==> config.mk <==
export PLATFORM = sky130hd
export DESIGN_NAME = pwm_main_timer_core
export DESIGN_NICKNAME = d
export VERILOG_FILES = /design/src/common/timer_pkg.sv /design/src/design/presc_divider.sv /design/src/design/cc_channel.sv /design/src/design/pwm_main_timer_core.sv
export VERILOG_INCLUDE_DIRS = /design/src /design/src/common
export SDC_FILE = /design/constraint.sdc
export NUM_CORES = 1
export LEC_CHECK = 0
export BUFFER_PORTS_ARGS = -buffer_cell sky130_fd_sc_hd__buf_2
export CAP_MARGIN = 5
export CORE_UTILIZATION = 35
export DETAILED_ROUTE_END_ITERATION = 10
export PLACE_DENSITY = 0.52
export SYNTH_ARGS = -nofsm -noshare
export SYNTH_HDL_FRONTEND = slang
export SYNTH_SLANG_ARGS = --single-unit
==> constraint.sdc <==
create_clock -name sys_clk -period 4.4 [get_ports sys_clk]
set_input_delay 0.66 -clock sys_clk [delete_from_list [all_inputs] [get_ports sys_clk]]
set_output_delay 0.66 -clock sys_clk [all_outputs]
set_load 0.01 [all_outputs]
==> src/common/timer_defs.svh <==
// Offsets, field positions, reset values and encodings of the main timer core.
`ifndef TIMER_DEFS_SVH
`define TIMER_DEFS_SVH

`define ADDR_W 8
`define OFF_CTRL_A 8'h00
`define OFF_CTRL_B 8'h04
`define OFF_STROBES 8'h08
`define OFF_COUNT 8'h0c
`define OFF_PERIOD 8'h10
`define OFF_CHAN_MODE 8'h14
`define OFF_STATUS 8'h18
`define OFF_CHAN_BASE 8'h1c
`define CHAN_STRIDE 8'h04

`define CA_DIV_LSB 0
`define CA_PRE_BIT 3
`define CA_RUN_BIT 4
`define CA_DIR_BIT 5
`define CA_ALIGN_BIT 6
`define CA_STE_BIT 7

`define CB_SSHOT_BIT 0
`define CB_EDGE_LSB 1
`define CB_ISEL_LSB 3

`define SB_RUN_SET 0
`define SB_RUN_CLEAR 1
`define SB_COUNTER_CLEAR 2
`define SB_STE_SET 3
`define SB_STE_CLEAR 4
`define SB_SW_COUNT 5

`define STS_ZERO_BIT 3
`define STS_ONE_BIT 4
`define STS_PERIOD_BIT 5

`define ISEL_TIMER 2'h0
`define ISEL_SW 2'h1
`define ISEL_RISE 2'h2
`define ISEL_FALL 2'h3

`define EDGE_RISE_BIT 0
`define EDGE_FALL_BIT 1

`define EXTRA_PRESCALE_SHIFT 4'h8
`define COUNT_RESET 16'h0000
`define PERIOD_RESET 16'h0000

`endif

==> src/common/timer_pkg.sv <==
// Types shared by the main timer core, its assertions and its bench.
package timer_pkg;

  typedef struct packed {
    logic [1:0] input_sel;
    logic [1:0] start_edge;
    logic single_shot;
    logic align;
    logic extra_pre;
    logic [2:0] div_sel;
  } timer_cfg_t;

  typedef struct packed {
    logic period;
    logic one;
    logic zero;
  } match_t;

  typedef struct packed {
    logic [7:0] addr;
    logic [31:0] wdata;
    logic wr;
    logic rd;
  } reg_req_t;

endpackage

==> src/design/presc_divider.sv <==
// Module clock prescaler that produces the counting tick in timer mode.
`timescale 1ns/100ps
`include "timer_defs.svh"
module presc_divider #(
  parameter int PRESC_W = 15
) (
  input wire logic sys_clk,
  input wire logic reset,
  input wire logic clk_en,
  input wire logic run,
  input wire logic [2:0] div_sel,
  input wire logic extra_pre,
  output logic tick
);
  logic [PRESC_W-1:0] count;
  logic [PRESC_W-1:0] next_count;
  logic [PRESC_W-1:0] mask;
  logic [3:0] shift;

  // Held at zero while stopped so the first tick after a start is always a full period.
  always_comb begin
    next_count = run ? PRESC_W'(count + 1'b1) : '0;
  end

  always_ff @(posedge sys_clk) begin
    if (reset) begin
      count <= '0;
    end else if (clk_en) begin
      count <= next_count;
    end
  end

  always_comb begin
    shift = {1'b0, div_sel} + (extra_pre ? `EXTRA_PRESCALE_SHIFT : 4'h0);
    mask = PRESC_W'((PRESC_W'(1) << shift) - 1'b1);
    tick = run & (&(count | ~mask));
  end
endmodule

==> src/design/cc_channel.sv <==
// One capture/compare channel register with shadow, comparator and capture input.
`timescale 1ns/100ps
`include "timer_defs.svh"
module cc_channel #(
  parameter int COUNT_W = 16
) (
  input wire logic sys_clk,
  input wire logic reset,
  input wire logic clk_en,
  input wire logic [COUNT_W-1:0] count,
  input wire logic shadow_write,
  input wire logic [COUNT_W-1:0] write_data,
  input wire logic shadow_load,
  input wire logic capture_mode,
  input wire logic capture_pin,
  output logic [COUNT_W-1:0] value,
  output logic match
);
  logic [2:0] pin_sync;
  logic [2:0] next_pin_sync;
  logic [COUNT_W-1:0] shadow;
  logic [COUNT_W-1:0] next_shadow;
  logic [COUNT_W-1:0] next_value;

  // Stage 0 only feeds stage 1; edges are taken between stages 1 and 2.
  always_comb begin
    next_pin_sync = {pin_sync[1:0], capture_pin};
    next_shadow = shadow_write ? write_data : shadow;
    next_value = value;
    if (capture_mode) begin
      if (pin_sync[1] & ~pin_sync[2]) begin
        next_value = count;
      end
    end else if (shadow_load) begin
      next_value = shadow;
    end
  end

  always_ff @(posedge sys_clk) begin
    if (reset) begin
      pin_sync <= '0;
      shadow <= '0;
      value <= '0;
    end else if (clk_en) begin
      pin_sync <= next_pin_sync;
      shadow <= next_shadow;
      value <= next_value;
    end
  end

  assign match = ~capture_mode & (count == value);
endmodule

==> src/design/pwm_main_timer_core.sv <==
// Main 16-bit timer core of the capture/compare unit with register port.
//
// Our own choices: the placing of the registers and strobed register access.
`timescale 1ns/100ps
`include "timer_defs.svh"
// Behaviour
// - Count from prescaled module clock or input.
// - Edge-aligned counts up, wraps after period.
// - Center-aligned turns down after period, one beyond.
// - Period match whenever counter equals period.
// - Period reads active, writes go to shadow.
// - Shadow moves to period on transfer pulse.
// - Transfer enable set/cleared by bits, cleared by transfer.
// - One and period matches steer counting.
// - Direction flag shows up or down.
// - One bit selects edge or center alignment.
// - Single shot stops at period end.
// - Run set/cleared by software, edge, hardware.
// - Counter clear resets count only.
// - Count writes ignored while running.
// - Stopped and dead-time idle: writes apply.
// - Three channels, each capture or compare.
// - Divide by two to the code, optional 256.
// - Prescaler held cleared while stopped.
// - One match counting down turns up.
// - Counter mode steps on strobe or edge.
module pwm_main_timer_core
  import timer_pkg::*;
#(
  parameter int COUNT_W = 16,
  parameter int CHANNELS = 3
) (
  input wire logic sys_clk,
  input wire logic reset,
  input wire logic clk_en,
  input wire reg_req_t bus_req,
  output logic [31:0] read_data,
  input wire logic external_event_input,
  input wire logic dead_time_idle,
  input wire logic [CHANNELS-1:0] capture_pin,
  output logic run_flag,
  output logic count_direction,
  output logic shadow_transfer_pulse,
  output match_t match_flags,
  output logic [COUNT_W-1:0] main_counter,
  output logic [CHANNELS-1:0] channel_match
);
  timer_cfg_t cfg;
  timer_cfg_t next_cfg;
  logic shadow_transfer_enable;
  logic next_shadow_transfer_enable;
  logic next_run_flag;
  logic next_count_direction;
  logic [COUNT_W-1:0] next_main_counter;
  logic [COUNT_W-1:0] period_value;
  logic [COUNT_W-1:0] next_period_value;
  logic [COUNT_W-1:0] period_shadow;
  logic [COUNT_W-1:0] next_period_shadow;
  logic [CHANNELS-1:0] chan_mode;
  logic [CHANNELS-1:0] next_chan_mode;
  logic [31:0] next_read_data;
  logic [2:0] ext_sync;
  logic [2:0] next_ext_sync;

  logic presc_tick;
  logic ext_rise;
  logic ext_fall;
  logic step_source;
  logic step;
  logic end_of_period;
  logic start_event;
  logic wr_ctrl_a;
  logic wr_ctrl_b;
  logic wr_strobes;
  logic wr_count;
  logic wr_period;
  logic wr_mode;
  logic run_set;
  logic run_clear;
  logic counter_clear;
  logic shadow_enable_set;
  logic shadow_enable_clear;
  logic software_count_strobe;
  logic [CHANNELS-1:0] chan_write;
  logic [COUNT_W-1:0] chan_value [CHANNELS];

  presc_divider u_presc (
    .sys_clk(sys_clk),
    .reset(reset),
    .clk_en(clk_en),
    .run(run_flag),
    .div_sel(cfg.div_sel),
    .extra_pre(cfg.extra_pre),
    .tick(presc_tick)
  );

  genvar ch;
  generate
    for (ch = 0; ch < CHANNELS; ch++) begin : g_chan
      assign chan_write[ch] = bus_req.wr &&
        (bus_req.addr == 8'(`OFF_CHAN_BASE + ch * `CHAN_STRIDE));
      cc_channel #(
        .COUNT_W(COUNT_W)
      ) u_chan (
        .sys_clk(sys_clk),
        .reset(reset),
        .clk_en(clk_en),
        .count(main_counter),
        .shadow_write(chan_write[ch]),
        .write_data(bus_req.wdata[COUNT_W-1:0]),
        .shadow_load(shadow_transfer_pulse),
        .capture_mode(chan_mode[ch]),
        .capture_pin(capture_pin[ch]),
        .value(chan_value[ch]),
        .match(channel_match[ch])
      );
    end
  endgenerate

  // Write decode and the write-only strobe bits.
  always_comb begin
    wr_ctrl_a = bus_req.wr && (bus_req.addr == `OFF_CTRL_A);
    wr_ctrl_b = bus_req.wr && (bus_req.addr == `OFF_CTRL_B);
    wr_strobes = bus_req.wr && (bus_req.addr == `OFF_STROBES);
    wr_count = bus_req.wr && (bus_req.addr == `OFF_COUNT);
    wr_period = bus_req.wr && (bus_req.addr == `OFF_PERIOD);
    wr_mode = bus_req.wr && (bus_req.addr == `OFF_CHAN_MODE);
    run_set = wr_strobes & bus_req.wdata[`SB_RUN_SET];
    run_clear = wr_strobes & bus_req.wdata[`SB_RUN_CLEAR];
    counter_clear = wr_strobes & bus_req.wdata[`SB_COUNTER_CLEAR];
    shadow_enable_set = wr_strobes & bus_req.wdata[`SB_STE_SET];
    shadow_enable_clear = wr_strobes & bus_req.wdata[`SB_STE_CLEAR];
    software_count_strobe = wr_strobes & bus_req.wdata[`SB_SW_COUNT];
  end

  // Match detection, step selection and shadow transfer generation.
  always_comb begin
    match_flags.zero = (main_counter == '0);
    match_flags.one = (main_counter == COUNT_W'(1));
    match_flags.period = (main_counter == period_value);
    ext_rise = ext_sync[1] & ~ext_sync[2];
    ext_fall = ~ext_sync[1] & ext_sync[2];
    unique case (cfg.input_sel)
      `ISEL_TIMER: step_source = presc_tick;
      `ISEL_SW: step_source = software_count_strobe;
      `ISEL_RISE: step_source = ext_rise;
      `ISEL_FALL: step_source = ext_fall;
    endcase
    step = run_flag & step_source;
    // Center mode ends its period on the step from one down to zero.
    end_of_period = cfg.align ? (count_direction & match_flags.one) : match_flags.period;
    start_event = (cfg.start_edge[`EDGE_RISE_BIT] & ext_rise) |
                  (cfg.start_edge[`EDGE_FALL_BIT] & ext_fall);
    // While stopped an armed transfer happens at once, so a new setup takes effect before start.
    shadow_transfer_pulse = shadow_transfer_enable &
                            (~run_flag | (step & end_of_period));
  end

  // Next-state computation for the counter, direction, run and configuration.
  always_comb begin
    next_ext_sync = {ext_sync[1:0], external_event_input};
    next_cfg = cfg;
    if (wr_ctrl_a) begin
      next_cfg.div_sel = bus_req.wdata[`CA_DIV_LSB +: 3];
      next_cfg.extra_pre = bus_req.wdata[`CA_PRE_BIT];
      next_cfg.align = bus_req.wdata[`CA_ALIGN_BIT];
    end
    if (wr_ctrl_b) begin
      next_cfg.single_shot = bus_req.wdata[`CB_SSHOT_BIT];
      next_cfg.start_edge = bus_req.wdata[`CB_EDGE_LSB +: 2];
      next_cfg.input_sel = bus_req.wdata[`CB_ISEL_LSB +: 2];
    end
    next_chan_mode = wr_mode ? bus_req.wdata[CHANNELS-1:0] : chan_mode;

    next_period_shadow = wr_period ? bus_req.wdata[COUNT_W-1:0] : period_shadow;
    next_period_value = shadow_transfer_pulse ? period_shadow : period_value;

    // The hardware clear of the enable after a transfer loses to a set in the same cycle.
    next_shadow_transfer_enable = shadow_transfer_enable;
    if (shadow_transfer_pulse | shadow_enable_clear) begin
      next_shadow_transfer_enable = 1'b0;
    end
    if (shadow_enable_set) begin
      next_shadow_transfer_enable = 1'b1;
    end

    next_run_flag = run_flag;
    if (step & end_of_period & cfg.single_shot) begin
      next_run_flag = 1'b0;
    end
    if (run_clear) begin
      next_run_flag = 1'b0;
    end
    if (run_set | start_event) begin
      next_run_flag = 1'b1;
    end

    next_count_direction = count_direction;
    next_main_counter = main_counter;
    // A down direction left over from center mode must not survive a switch to edge mode.
    if (!cfg.align) begin
      next_count_direction = 1'b0;
    end
    if (step) begin
      if (!cfg.align) begin
        next_count_direction = 1'b0;
        next_main_counter = match_flags.period ? '0 : COUNT_W'(main_counter + 1'b1);
      end else begin
        next_main_counter = count_direction ? COUNT_W'(main_counter - 1'b1)
                                            : COUNT_W'(main_counter + 1'b1);
        if (!count_direction && match_flags.period) begin
          next_count_direction = 1'b1;
        end else if (count_direction && match_flags.one) begin
          next_count_direction = 1'b0;
        end
      end
    end
    if (wr_count && !run_flag && dead_time_idle) begin
      next_main_counter = bus_req.wdata[COUNT_W-1:0];
    end
    // A write while running falls through untouched.
    if (counter_clear) begin
      next_main_counter = '0;
    end
  end

  // Registered read port: data stands in the cycle after the read strobe.
  always_comb begin
    next_read_data = '0;
    if (bus_req.rd) begin
      if (bus_req.addr == `OFF_CTRL_A) begin
        next_read_data[`CA_DIV_LSB +: 3] = cfg.div_sel;
        next_read_data[`CA_PRE_BIT] = cfg.extra_pre;
        next_read_data[`CA_RUN_BIT] = run_flag;
        next_read_data[`CA_DIR_BIT] = count_direction;
        next_read_data[`CA_ALIGN_BIT] = cfg.align;
        next_read_data[`CA_STE_BIT] = shadow_transfer_enable;
      end else if (bus_req.addr == `OFF_CTRL_B) begin
        next_read_data[`CB_SSHOT_BIT] = cfg.single_shot;
        next_read_data[`CB_EDGE_LSB +: 2] = cfg.start_edge;
        next_read_data[`CB_ISEL_LSB +: 2] = cfg.input_sel;
      end else if (bus_req.addr == `OFF_COUNT) begin
        next_read_data[COUNT_W-1:0] = main_counter;
      end else if (bus_req.addr == `OFF_PERIOD) begin
        next_read_data[COUNT_W-1:0] = period_value;
      end else if (bus_req.addr == `OFF_CHAN_MODE) begin
        next_read_data[CHANNELS-1:0] = chan_mode;
      end else if (bus_req.addr == `OFF_STATUS) begin
        next_read_data[CHANNELS-1:0] = channel_match;
        next_read_data[`STS_ZERO_BIT] = match_flags.zero;
        next_read_data[`STS_ONE_BIT] = match_flags.one;
        next_read_data[`STS_PERIOD_BIT] = match_flags.period;
      end else begin
        for (int i = 0; i < CHANNELS; i++) begin
          if (bus_req.addr == 8'(`OFF_CHAN_BASE + i * `CHAN_STRIDE)) begin
            next_read_data[COUNT_W-1:0] = chan_value[i];
          end
        end
      end
    end
  end

  always_ff @(posedge sys_clk) begin
    if (reset) begin
      cfg <= '0;
      chan_mode <= '0;
      shadow_transfer_enable <= 1'b0;
      run_flag <= 1'b0;
      count_direction <= 1'b0;
      main_counter <= `COUNT_RESET;
      period_value <= `PERIOD_RESET;
      period_shadow <= `PERIOD_RESET;
      read_data <= '0;
      ext_sync <= '0;
    end else if (clk_en) begin
      cfg <= next_cfg;
      chan_mode <= next_chan_mode;
      shadow_transfer_enable <= next_shadow_transfer_enable;
      run_flag <= next_run_flag;
      count_direction <= next_count_direction;
      main_counter <= next_main_counter;
      period_value <= next_period_value;
      period_shadow <= next_period_shadow;
      read_data <= next_read_data;
      ext_sync <= next_ext_sync;
    end
  end
endmodule

Yosys cells after proc, flatten, opt, wreduce, memory -nomap -nowiden
Index checks and enable logic that the tools add are counted.
{ "classes": {"addsub": 5, "multipliers": 0, "div_mod_pow": 0, "order_cmp": 0, "eq_ne": 20, "shifts": 1, "mux": 50, "bitwise": 37, "reduce_logical": 39} }
{ "ops": {"columns": ["cell", "count"], "rows": [
  ["two-way mux 16 bit", 28],
  ["equality test 16 bit", 4],
  ["equality test 8 x 5 -> 1 bit (second input constant)", 4],
  ["bitwise AND 1 bit", 22],
  ["AND reduction 2 bit", 11],
  ["adder 16 x 1 -> 16 bit (second input constant)", 1],
  ["equality test 16 x 1 -> 1 bit (second input constant)", 1],
  ["equality test 8 x 4 -> 1 bit (second input constant)", 2],
  ["equality test 8 x 6 -> 1 bit (second input constant)", 2],
  ["logical NOT 16 bit", 1],
  ["two-way mux 8 bit", 2],
  ["subtractor 16 x 1 -> 16 bit (second input constant)", 1],
  ["adder 15 x 1 -> 15 bit (second input constant)", 1],
  ["two-way mux 15 bit", 1],
  ["inverter 15 bit", 1],
  ["bitwise OR 15 bit", 1],
  ["AND reduction 15 bit", 1],
  ["<< shifter 1 x 4 -> 15 bit (first input constant)", 1],
  ["subtractor 15 x 1 -> 15 bit (second input constant)", 1],
  ["logical AND 1 bit", 13],
  ["two-way mux 13 bit", 1],
  ["two-way mux 1 bit", 11],
  ["two-way mux 11 bit", 1],
  ["two-way mux 10 bit", 1],
  ["18 further kinds", 39]
]} }
{ "word_totals": {"reg_bits": 203, "latch_bits": 0, "ram_bits": 0, "mem_bits_ro": 0, "wordCells": 177, "mem_count": 0} }

Longest topological paths before layout
Gate-level depths: netlist of the first run.
{ "logic_depth": {"word_depth": 18, "depth_mapped": 14, "depth_no_buf": 11} }

Modules after synthesis
A second synthesis of the first run with hierarchy kept.
{ "hier_totals": {"hier_cells": 1341, "hier_area_um2": 10956.8} }
{ "by_module_without_submodules": {"columns": ["module", "n_inst", "cells_each", "area_each_um2", "seq_area_each_um2"], "rows": [
  ["pwm_main_timer_core", 1, 692, 5303.8, 1661.6],
  ["cc_channel", 3, 177, 1570.3, 700.7],
  ["presc_divider", 1, 118, 942.2, 300.3]
]} }

Worst setup path after synthesis of the first run
Ideal clock, no wire load.
{ "synth_timing": {"path_kind": "register to output", "start": "register cfg[2] in the netlist's numbering", "end": "output shadow_transfer_pulse", "arrival_time_ps": 2608, "setup_slack_ps": 1132, "stages_incl_launch_ff": 13, "path_buffers": 4, "path_cell_list": "dfxtp_1 -> clkbuf_1 -> clkbuf_1 -> or3_1 -> ha_1 -> clkbuf_1 -> nor3_1 -> a21oi_1 -> o32a_1 -> nand4_1 -> o22ai_4 -> a31o_2 -> buf_6"} }
{ "synth_via": {"elab_chain_len": 12} }
{ "synth_lines": {"columns": ["element", "line", "text"], "rows": [
  ["from (decl)", "pwm_main_timer_core.sv:48", "timer_cfg_t cfg;"],
  ["from (signal assigned)", "pwm_main_timer_core.sv:276", "cfg <= next_cfg;"],
  ["adder 3 x 4 -> 4 bit", "presc_divider.sv:34", "shift = {1'b0, div_sel} + (extra_pre ? `EXTRA_PRESCALE_SHIFT : 4'h0);"],
  ["<< shifter 1 x 4 -> 15 bit", "presc_divider.sv:35", "mask = PRESC_W'((PRESC_W'(1) << shift) - 1'b1);"],
  ["subtractor 15 x 1 -> 15 bit", "presc_divider.sv:35", null],
  ["inverter 15 bit", "presc_divider.sv:36", "tick = run & (&(count | ~mask));"],
  ["bitwise OR 15 bit", "presc_divider.sv:36", null],
  ["AND reduction 15 bit", "presc_divider.sv:36", null],
  ["bitwise AND 1 bit", "presc_divider.sv:36", null],
  ["case mux 1 bit (4 select lines)", "pwm_main_timer_core.sv:143", "unique case (cfg.input_sel)"],
  ["bitwise AND 1 bit", "pwm_main_timer_core.sv:149", "step = run_flag & step_source;"],
  ["bitwise AND 1 bit", "pwm_main_timer_core.sv:156", "(~run_flag | (step & end_of_period));"],
  ["bitwise OR 1 bit", "pwm_main_timer_core.sv:156", null],
  ["bitwise AND 1 bit", "pwm_main_timer_core.sv:155", "shadow_transfer_pulse = shadow_transfer_enable &"],
  ["to (decl)", "pwm_main_timer_core.sv:43", "output logic shadow_transfer_pulse,"]
]} }
Every way passes these cells.

Worst setup path after layout of the first run
{ "layout_timing": {"start": "register cfg[1] in the netlist's numbering", "end": "output shadow_transfer_pulse"} }
Same word-level chain as after synthesis.

==> results of run 1 <==
[flip-flops by register name (all words and copies together) (netlist names), 3 cells and up]
register	count
read_data	16
chan_mode	3
period_shadow	16
g_chan.u_chan.shadow	48
g_chan.u_chan.value	48
period_value	16
cfg	10
main_counter	16
ext_sync	3
u_presc.count	15
g_chan.u_chan.pin_sync	9
[final cells by class]
| type | count | area, um2 |
|---|---|---|
| fill | 3132 | 18300 |
| multi-input combinational | 1011 | 6240 |
| tap | 396 | 495 |
| inverter | 13 | 50.0 |
| timing repair buffer | 112 | 662 |
| clock buffer | 34 | 719 |
| sequential | 203 | 4060 |
| clock inverter | 7 | 110 |
[per-stage QoR]
step | utilization [%] | hold slack (ps) | cells | instance area (um2) | power (W)
2_1_floorplan | - | 432 | 1346 | 10900 | 0.00199
3_3_place_gp | 37.5 | 438 | 1731 | 11500 | 0.00205
3_5_place_dp | 37.5 | 443 | 1731 | 11500 | 0.00205
4_1_cts | 40.2 | 360 | 1772 | 12300 | 0.00417
5_1_grt | 40.3 | 394 | 1776 | 12300 | 0.00426
6_report | 40.3 | 374 | 1776 | 12300 | 0.00413
[routing by layer]
metal | GRT usage, % | vias to the layer above | routed length, um
met3 | 2.69 | 52 | 2330
met1 | 31.9 | 4761 | 16400
met5 | 0 | - | 0
met2 | 37.8 | 323 | 17100
li1 | - | 4710 | -
met4 | 7.17 | 0 | 918
[kinds of logic (layout without fill, tap and decap cells)]
group                    Yosys count  count (layout)  share of synthesized area, %
other                              1              16                        0.0345
flip-flops                       203             203                          37.4
XOR/XNOR                          87              87                          7.01
adder cells (fa/ha/maj)            6               6                         0.690
buffers and inverters            132             166                          5.95
AO/OA/AOI/OAI                    299             299                          19.2
AND/OR/NAND/NOR                  527             527                          22.5
multiplexers                      76              76                          7.16
[final timing paths]
kind,start,end,depth (start not counted)
worst max-delay path,cfg[1]$_SDFFE_PP0P_,shadow_transfer_pulse,10
worst min-delay path,external_event_input,ext_sync[0]$_SDFFE_PP0P_,3
worst max register to register,cfg[1]$_SDFFE_PP0P_,main_counter[4]$_SDFFE_PP0P_,12
worst min register to register,g_chan[2].u_chan.shadow[4]$_SDFFE_PP0P_,g_chan[2].u_chan.shadow[4]$_SDFFE_PP0P_,2
[synthesized netlist by cell type, types with 13 or more instances]
| master | number | area (um2) |
|---|---|---|
| and2_1 | 18 | 113 |
| buf_4 | 21 | 158 |
| xnor2_1 | 23 | 201 |
| nand4_1 | 15 | 93.8 |
| nor2_1 | 145 | 544 |
| mux2i_1 | 62 | 621 |
| nand2_1 | 208 | 781 |
| dfxtp_1 | 203 | 4060 |
| nor3_1 | 26 | 130 |
| a21oi_1 | 120 | 601 |
| clkbuf_1 | 79 | 297 |
| o221a_1 | 20 | 225 |
| nand2b_1 | 13 | 81.3 |
| nand3_1 | 29 | 145 |
| a22oi_1 | 23 | 173 |
| xor2_1 | 64 | 561 |
| o22ai_1 | 13 | 81.3 |
| mux2_2 | 14 | 158 |
| nor4_1 | 13 | 81.3 |
| and3_1 | 14 | 87.6 |
| o21ai_0 | 32 | 160 |
[power by group through the flow]
stage                     combinational (W)  clock, W  sequential, W
after CTS                          0.000161   0.00216        0.00185
after global placement             0.000160         0        0.00189
after detailed placement           0.000160         0        0.00189
after floorplan                   0.0000999         0        0.00189
after global routing               0.000174   0.00224        0.00185
final                              0.000163   0.00212        0.00185
[critical path, cell delays in order (launching register included)]
cell and delay, ps:
dfxtp_1 440, or2_2 380, or3_1 330, ha_1 300, nor3_1 160, a21oi_1 60
o32a_1 340, nand4_1 200, o22ai_4 140, a31o_2 310, buf_2 150
==> impl_metrics.json, run 1 <==
{
  "synth-edff-count": 0,
  "std_cell_rows": 64,
  "antenna_found_initial": 0,
  "async_reset_ff_share_pct": 0,
  "via_per_inst": 5.54,
  "final_layout_size_suffix_gt1_share_pct": 14.9,
  "yosys.cell_types.count": 81,
  "fin_skew_ps": 12.1,
  "final_nets": 1421,
  "place_congestion": 0.914,
  "num_vias": 9846,
  "start_util_pct": 35.6,
  "power.share.switching_pct": 22.9,
  "startpoint_type": "flop",
  "synth_area_um2": 10900,
  "drt_first_iter_violations": 921,
  "grt-ovfl-total": 0,
  "relSlewSlack_pct": 29.8,
  "syn_inst": 1331,
  "power.share.sequential_pct": 44.7,
  "n_antenna_cell": 0,
  "p_clk_share_pct": 51.3,
  "pre_cts_slack_ps": 721,
  "ir_drop_mv": 0.247,
  "synth_seq_area_share_pct": 37.4,
  "track_usage_pct": 23.2,
  "period_minus_slack_ps": 3990,
  "ant_nets": 0,
  "drt-pass1-iter-count": 7,
  "final_common_cell": "nand2_1",
  "h-tree-depth": 1,
  "ys_warn_count": 0,
  "critPathArrivalTime_ps": 3330,
  "status": "finished clean",
  "rsz0062_at_grt": "no",
  "r2r_slack_ps": 680,
  "final_cell_mix": "208 x nand2_1, 203 x dfxtp_1, 145 x nor2_1, 120 x a21oi_1, 73 x buf_2",
  "synthToLayoutAreaGrowth_pct": 13.4,
  "dp_hpwl_um": 25500,
  "cts_num_sinks": 203,
  "period_share_pct": 90.8,
  "fin_setup_tns_ps": 0,
  "finalWorstSetupSlack_ps": 406,
  "p_comb_share_pct": 3.9,
  "endpoint_kind": "output port",
  "totalWireLength_um": 36700,
  "grt_max_degree": 92,
  "cts-root-buf": "clkbuf_16",
  "required_ps": 3740,
  "max_freq_mhz": 250,
  "worstSetupPathType": "flop to output port",
  "fp.dieW_um": 178,
  "hp-class": "primary input to flop",
  "cts_resized": 0,
  "tritoncts": "done",
  "cts_buffer_depth": 3,
  "setup-violations-final": 0,
  "leakagePower_nw": 4.98,
  "drc": 0,
  "grt_pass1_vias": 9135,
  "ios": 107,
  "wl_per_cell_um": 20.7,
  "grt_pass1_wl_um": 56000,
  "hold_viol": 0,
  "numPortBuffers": 74,
  "internal-power_w": 0.00319,
  "path_clk_slew_ps": 60,
  "cts-hold-fix-buffers": 0,
  "avgSynthCellArea_um2": 8.17,
  "clock_latency_ps": 530,
  "fp.dieH_um": 178,
  "synthFlopType": "dfxtp_1",
  "maxCapViolations": 0,
  "core_area_um2": 30600,
  "slew_violations": 0,
  "post-cts-setup-buffer-count": 0,
  "yosys_register_bits": 203,
  "p_sw_w": 0.000945,
  "path_max_fanout": 14,
  "tightestPinTransition_ps": 1050,
  "cts_made_buffers": 24,
  "p_per_area_nw_per_um2": 335,
  "die-area_um2": 31800
}
Note: power is estimated with default switching activity, not from simulation.
==> run 2, diff against run 1 <==
Settings changed: PLACE_DENSITY 0.52 to not set.
==> impl_metrics.json, run 2 (same netlist as run 1, synthesis figures left out) <==
{
  "post-cts-setup-buffer-count": 0,
  "cp_slowest_stage_delay_ps": 430,
  "cts-root-buf": "clkbuf_16",
  "p_per_area_nw_per_um2": 318,
  "hold_start": "capture_pin[1]",
  "std_cell_rows": 64,
  "required_ps": 3740,
  "path_clk_slew_ps": 60,
  "synthToLayoutAreaGrowth_pct": 12.7,
  "top_regs": "g_chan.u_chan.shadow (48), g_chan.u_chan.value (48)",
  "final_common_cell": "nand2_1",
  "slew_violations": 0,
  "relSlewSlack_pct": 27.6,
  "fin_setup_tns_ps": 0,
  "rsz0062_at_grt": "no",
  "fin_skew_ps": 24.9,
  "period_share_pct": 89.7,
  "hp-class": "primary input to flop",
  "cts_resized": 0,
  "critPathTopFamily": "simple AND/OR/NAND/NOR gates",
  "final_cell_mix": "208 x nand2_1, 203 x dfxtp_1, 145 x nor2_1, 120 x a21oi_1, 73 x buf_2",
  "num_vias": 9945,
  "numPortBuffers": 74,
  "drc": 0,
  "die-area_um2": 31800,
  "track_usage_pct": 22.2,
  "tritoncts": "done",
  "place_congestion": 0.909,
  "drt_first_iter_violations": 993,
  "cts_made_buffers": 23,
  "max_freq_mhz": 253,
  "drt-pass1-iter-count": 9,
  "fp.dieH_um": 178,
  "maxCapViolations": 0,
  "worst_r2r_endpoint": "g_chan[0].u_chan.value[3]$_SDFFE_PP0P_",
  "endpoint_kind": "output port",
  "slowest_stage": "dfxtp_1",
  "cts_buffer_depth": 3,
  "hold_viol": 0,
  "critPathArrivalTime_ps": 3290,
  "status": "finished clean",
  "core_area_um2": 30600,
  "r2r_slack_ps": 620,
  "path_max_fanout": 12,
  "fp.dieW_um": 178,
  "antenna_found_initial": 0,
  "cp_num_buf_inv": 1,
  "hold_depth": 3,
  "startpoint_type": "flop",
  "hold_end": "g_chan[1].u_chan.pin_sync[0]$_SDFFE_PP0P_",
  "ant_nets": 0,
  "crit_chain": "or2_2 > or3_1 > ha_1 > nor3_1 > a21oi_1 > o32a_1 > nand4_1 > o22ai_4 > a31o_2 > buf_2",
  "cts-hold-fix-buffers": 0,
  "final_layout_size_suffix_gt1_share_pct": 15.0,
  "via_per_inst": 5.60,
  "dp_hpwl_um": 24800,
  "totalWireLength_um": 35300,
  "tightestPinTransition_ps": 1080,
  "grt_pass1_vias": 9290,
  "setup-violations-final": 0,
  "fillerInstances": 3121,
  "h-tree-depth": 1,
  "worstSetupPathType": "flop to output port",
  "ios": 107,
  "worst-r2r-cell-count": 12,
  "grt_pass1_wl_um": 54400,
  "period_minus_slack_ps": 3950,
  "wl_per_cell_um": 19.9,
  "clock_latency_ps": 530,
  "r2r_start": "cfg[0]$_SDFFE_PP0P_",
  "utilization_pct": 40.1,
  "grt-ovfl-total": 0,
  "final_nets": 1421,
  "grt_max_degree": 90,
  "cts_num_sinks": 203,
  "leakagePower_nw": 4.94,
  "start_util_pct": 35.6,
  "ir_drop_mv": 0.200
}
-- run 2: cell types whose count changed in the layout (fill, tap and decap cells not counted) --
cell	delta
clkinvlp_4	+1
clkbuf_1	-2
bufinv_16	-2
clkinv_4	+1
diode_2	+1
clkinv_2	+4
buf_12	+1
inv_6	+1
clkbuf_8	-2
clkbuf_16	-2
-- run 2: worst max path at each step --
stage	start	endpoint	slack, ps	cells past startpoint
after floorplan	cfg[2]$_SDFFE_PP0P_	shadow_transfer_pulse	1130	12
after global placement	cfg[1]$_SDFFE_PP0P_	g_chan[0].u_chan.value[3]$_SDFFE_PP0P_	730	11
after detailed placement	cfg[1]$_SDFFE_PP0P_	g_chan[0].u_chan.value[3]$_SDFFE_PP0P_	720	11
after CTS	cfg[0]$_SDFFE_PP0P_	shadow_transfer_pulse	240	10
after global routing	cfg[1]$_SDFFE_PP0P_	shadow_transfer_pulse	280	10
final	cfg[0]$_SDFFE_PP0P_	shadow_transfer_pulse	450	10
-- run 2: worst min-delay path, cell delays in order --
cell and delay (ps):
buf_2 80, mux2i_1 60, nor2_1 70
-- run 2: cell type report --
cell class	instances	area, um2	area share, %
Clock inverter	12	95.1	0.776
Sequential cell	203	4060	33.1
Timing Repair Buffer	113	682	5.56
Inverter	13	50.0	0.408
Antenna cell	1	2.50	0.0204
Clock buffer	28	634	5.17
Tap cell	396	495	4.04
Multi-Input combinational cell	1011	6240	50.9
-- run 2: routing by layer --
layer | vias to the layer above | share of wire, % | global-route usage [%]
li1 | 4726 | - | -
met5 | - | 0 | 0
met4 | 0 | 4.2 | 9.89
met1 | 4778 | 43 | 29.6
met2 | 354 | 46 | 35.9
met3 | 87 | 6.3 | 2.62
-- run 2: metrics by stage --
stage,total power [W],std cells,hold WS [ps],setup slack [ps],cell area (um2)
after floorplan,0.00199,1346,432,1130,10900
after global placement,0.00205,1731,437,729,11500
after detailed placement,0.00205,1731,444,722,11500
after CTS,0.00392,1771,380,237,12200
after global routing,0.00401,1776,392,281,12300
final,0.00389,1777,389,452,12300
-- run 2: power by group --
group / switching [W] / internal (W) / total (W) / leakage, nW
Clock: 0.000801 / 0.00108 / 0.00188 / 0.368
Combinational: 0.000123 / 0.0000414 / 0.000164 / 2.94
Sequential: 0.00000387 / 0.00184 / 0.00185 / 1.64
Total: 0.000927 / 0.00297 / 0.00389 / 4.94
==> run 3, diff against run 2 <==
Settings changed: ABC_AREA set to 1, CORE_UTILIZATION 35 to 58, PLACE_DENSITY set to 0.78.
==> impl_metrics.json, run 3 <==
{
  "status": "finished clean",
  "rsz0062_at_grt": "no",
  "grt_pass1_wl_um": 56800,
  "clock_latency_ps": 530,
  "synth_area_um2": 11000,
  "hold_viol": 0,
  "fin_skew_ps": 16.2,
  "synth-edff-count": 0,
  "yosysMostFrequentCell": "nand2_1",
  "die-area_um2": 19600,
  "yosys.cell_types.count": 43,
  "setup-violations-final": 0,
  "synth.area.top_cells": "dfxtp_1 37%, nand2_1 12%, o21ai_0 9.1%",
  "fp.dieH_um": 140,
  "grt_pass1_vias": 10500,
  "syn_inst": 1715,
  "top_regs": "g_chan.u_chan.shadow (48), g_chan.u_chan.value (48)",
  "tritoncts": "done",
  "post-cts-setup-buffer-count": 0,
  "drc": 0,
  "totalWireLength_um": 36100,
  "numPortBuffers": 74,
  "std_cell_rows": 50,
  "ys_warn_count": 0,
  "place_congestion": 0.937,
  "hold_depth": 3,
  "grt-ovfl-total": 0,
  "final_nets": 1800,
  "h-tree-depth": 1,
  "cts-root-buf": "clkbuf_16",
  "cts_num_sinks": 203,
  "dp_hpwl_um": 24600,
  "async_reset_ff_share_pct": 0,
  "worstSetupPathType": "flop to output port",
  "cts_made_buffers": 23,
  "grt_max_degree": 74,
  "p_per_area_nw_per_um2": 324,
  "via_per_inst": 5.83,
  "ant_nets": 0,
  "endpoint_kind": "output port",
  "critPathArrivalTime_ps": 3040,
  "fp.dieW_um": 140,
  "relSlewSlack_pct": 29.7,
  "place_inst": 1953,
  "ir_drop_mv": 0.333,
  "slew_violations": 0,
  "max_freq_mhz": 271,
  "start_util_pct": 59.2,
  "tightestPinTransition_ps": 1050,
  "leakagePower_nw": 5.39,
  "drt_first_iter_violations": 1294,
  "synthFlopType": "dfxtp_1",
  "multi_input_area_um2": 5780,
  "path_clk_slew_ps": 60,
  "path_max_fanout": 15,
  "final_layout_size_suffix_gt1_share_pct": 8.93,
  "startpoint_type": "flop",
  "yosys_register_bits": 203,
  "track_usage_pct": 37.0,
  "drt-pass1-iter-count": 6,
  "cts_buffer_depth": 3,
  "final_cell_mix": "359 x nand2_1, 232 x nor2_1, 203 x dfxtp_1, 200 x o21ai_0, 174 x inv_1",
  "hp-class": "primary input to flop",
  "final_common_cell": "nand2_1",
  "cts_resized": 0,
  "synth_seq_area_share_pct": 36.8,
  "period_share_pct": 84.0,
  "synthToLayoutAreaGrowth_pct": 10.3,
  "worst-r2r-cell-count": 16,
  "wl_per_cell_um": 18.1,
  "core_area_um2": 18600,
  "period_minus_slack_ps": 3700,
  "cts-hold-fix-buffers": 0,
  "yosys.area.top_type": "dfxtp_1",
  "final-seq-area_um2": 4060,
  "ios": 107,
  "final_cells": 1993,
  "antenna_found_initial": 0,
  "synth_top_area_share_pct": 36.8,
  "power_w": 0.00394,
  "fillerInstances": 1755,
  "n_antenna_cell": 0,
  "required_ps": 3740,
  "maxCapViolations": 0,
  "num_vias": 11600,
  "yosys-top-cells-count": "359 x nand2_1, 232 x nor2_1, 203 x dfxtp_1",
  "fin_setup_tns_ps": 0,
  "avgSynthCellArea_um2": 6.43
}
==> run 3: cell count changes after synthesis, moves of 62 or more <==
| cell | change |
|---|---|
| nor2_1 | +87 |
| o21ai_0 | +168 |
| nand2_1 | +151 |
| inv_1 | +162 |
| mux2i_1 | -62 |
==> run 3: report_power, final <==
part | switching [W] | leakage, nW | internal [W]
sequential | 0.00000504 | 1.64 | 0.00185
combinational | 0.000118 | 3.39 | 0.0000362
clock | 0.000803 | 0.357 | 0.00113
total | 0.000926 | 5.39 | 0.00301
==> run 3: routing by layer <==
metal / up-vias / wire length, um / GRT usage, %
met2: 643 / 15500 / 56.7
met4: 0 / 1810 / 18.7
met5: - / 0 / 0
met3: 119 / 3790 / 7.01
li1: 5606 / - / -
met1: 5260 / 15000 / 49.8
==> run 3: area by class of cell <==
type,instances,share of cell area (%)
Multi-Input combinational cell,1223,47.5
Clock buffer,32,5.25
Tap cell,234,2.41
Inverter,192,5.93
Timing Repair Buffer,101,4.71
Clock inverter,8,0.812
Sequential cell,203,33.4
==> run 3: kinds of logic (layout without fill, tap and decap cells) <==
kind of cell	count (synthesis)	in the layout	synth area share [%]
compound gates	433	433	21.0
xor+xnor	41	41	3.26
fa+ha+maj	6	6	0.680
buf+inv	304	333	11.3
flops	203	203	36.8
other cells	1	16	0.0340
simple gates	727	727	26.9
==> run 3: metrics by stage <==
stage | hold slack [ps] | setup slack, ps | area [um2] | util, %
final | 361 | 704 | 12200 | 65.3
after global routing | 374 | 544 | 12200 | 65.3
after CTS | 362 | 819 | 12200 | 65.3
after detailed placement | 441 | 1340 | 11400 | 61.3
after global placement | 434 | 1400 | 11400 | 61.3
after floorplan | 424 | 1760 | 11100 | -
==> run 3: path summary, 6_finish.rpt <==
path / start / to / slack, ps
worst max register to register: main_counter[10]$_SDFFE_PP0P_ / g_chan[2].u_chan.value[1]$_SDFFE_PP0P_ / 1460
worst max-delay path: main_counter[6]$_SDFFE_PP0P_ / channel_match[0] / 700
worst min-delay path: capture_pin[0] / g_chan[0].u_chan.pin_sync[0]$_SDFFE_PP0P_ / 360
worst min register to register: g_chan[2].u_chan.shadow[12]$_SDFFE_PP0P_ / g_chan[2].u_chan.shadow[12]$_SDFFE_PP0P_ / 450
==> run 3: critical path, cell delays in order (launching register included) <==
cell	delay [ps]
dfxtp_1	890
xnor2_1	210
nand4_1	210
nor4_1	800
and2_1	260
buf_2	140
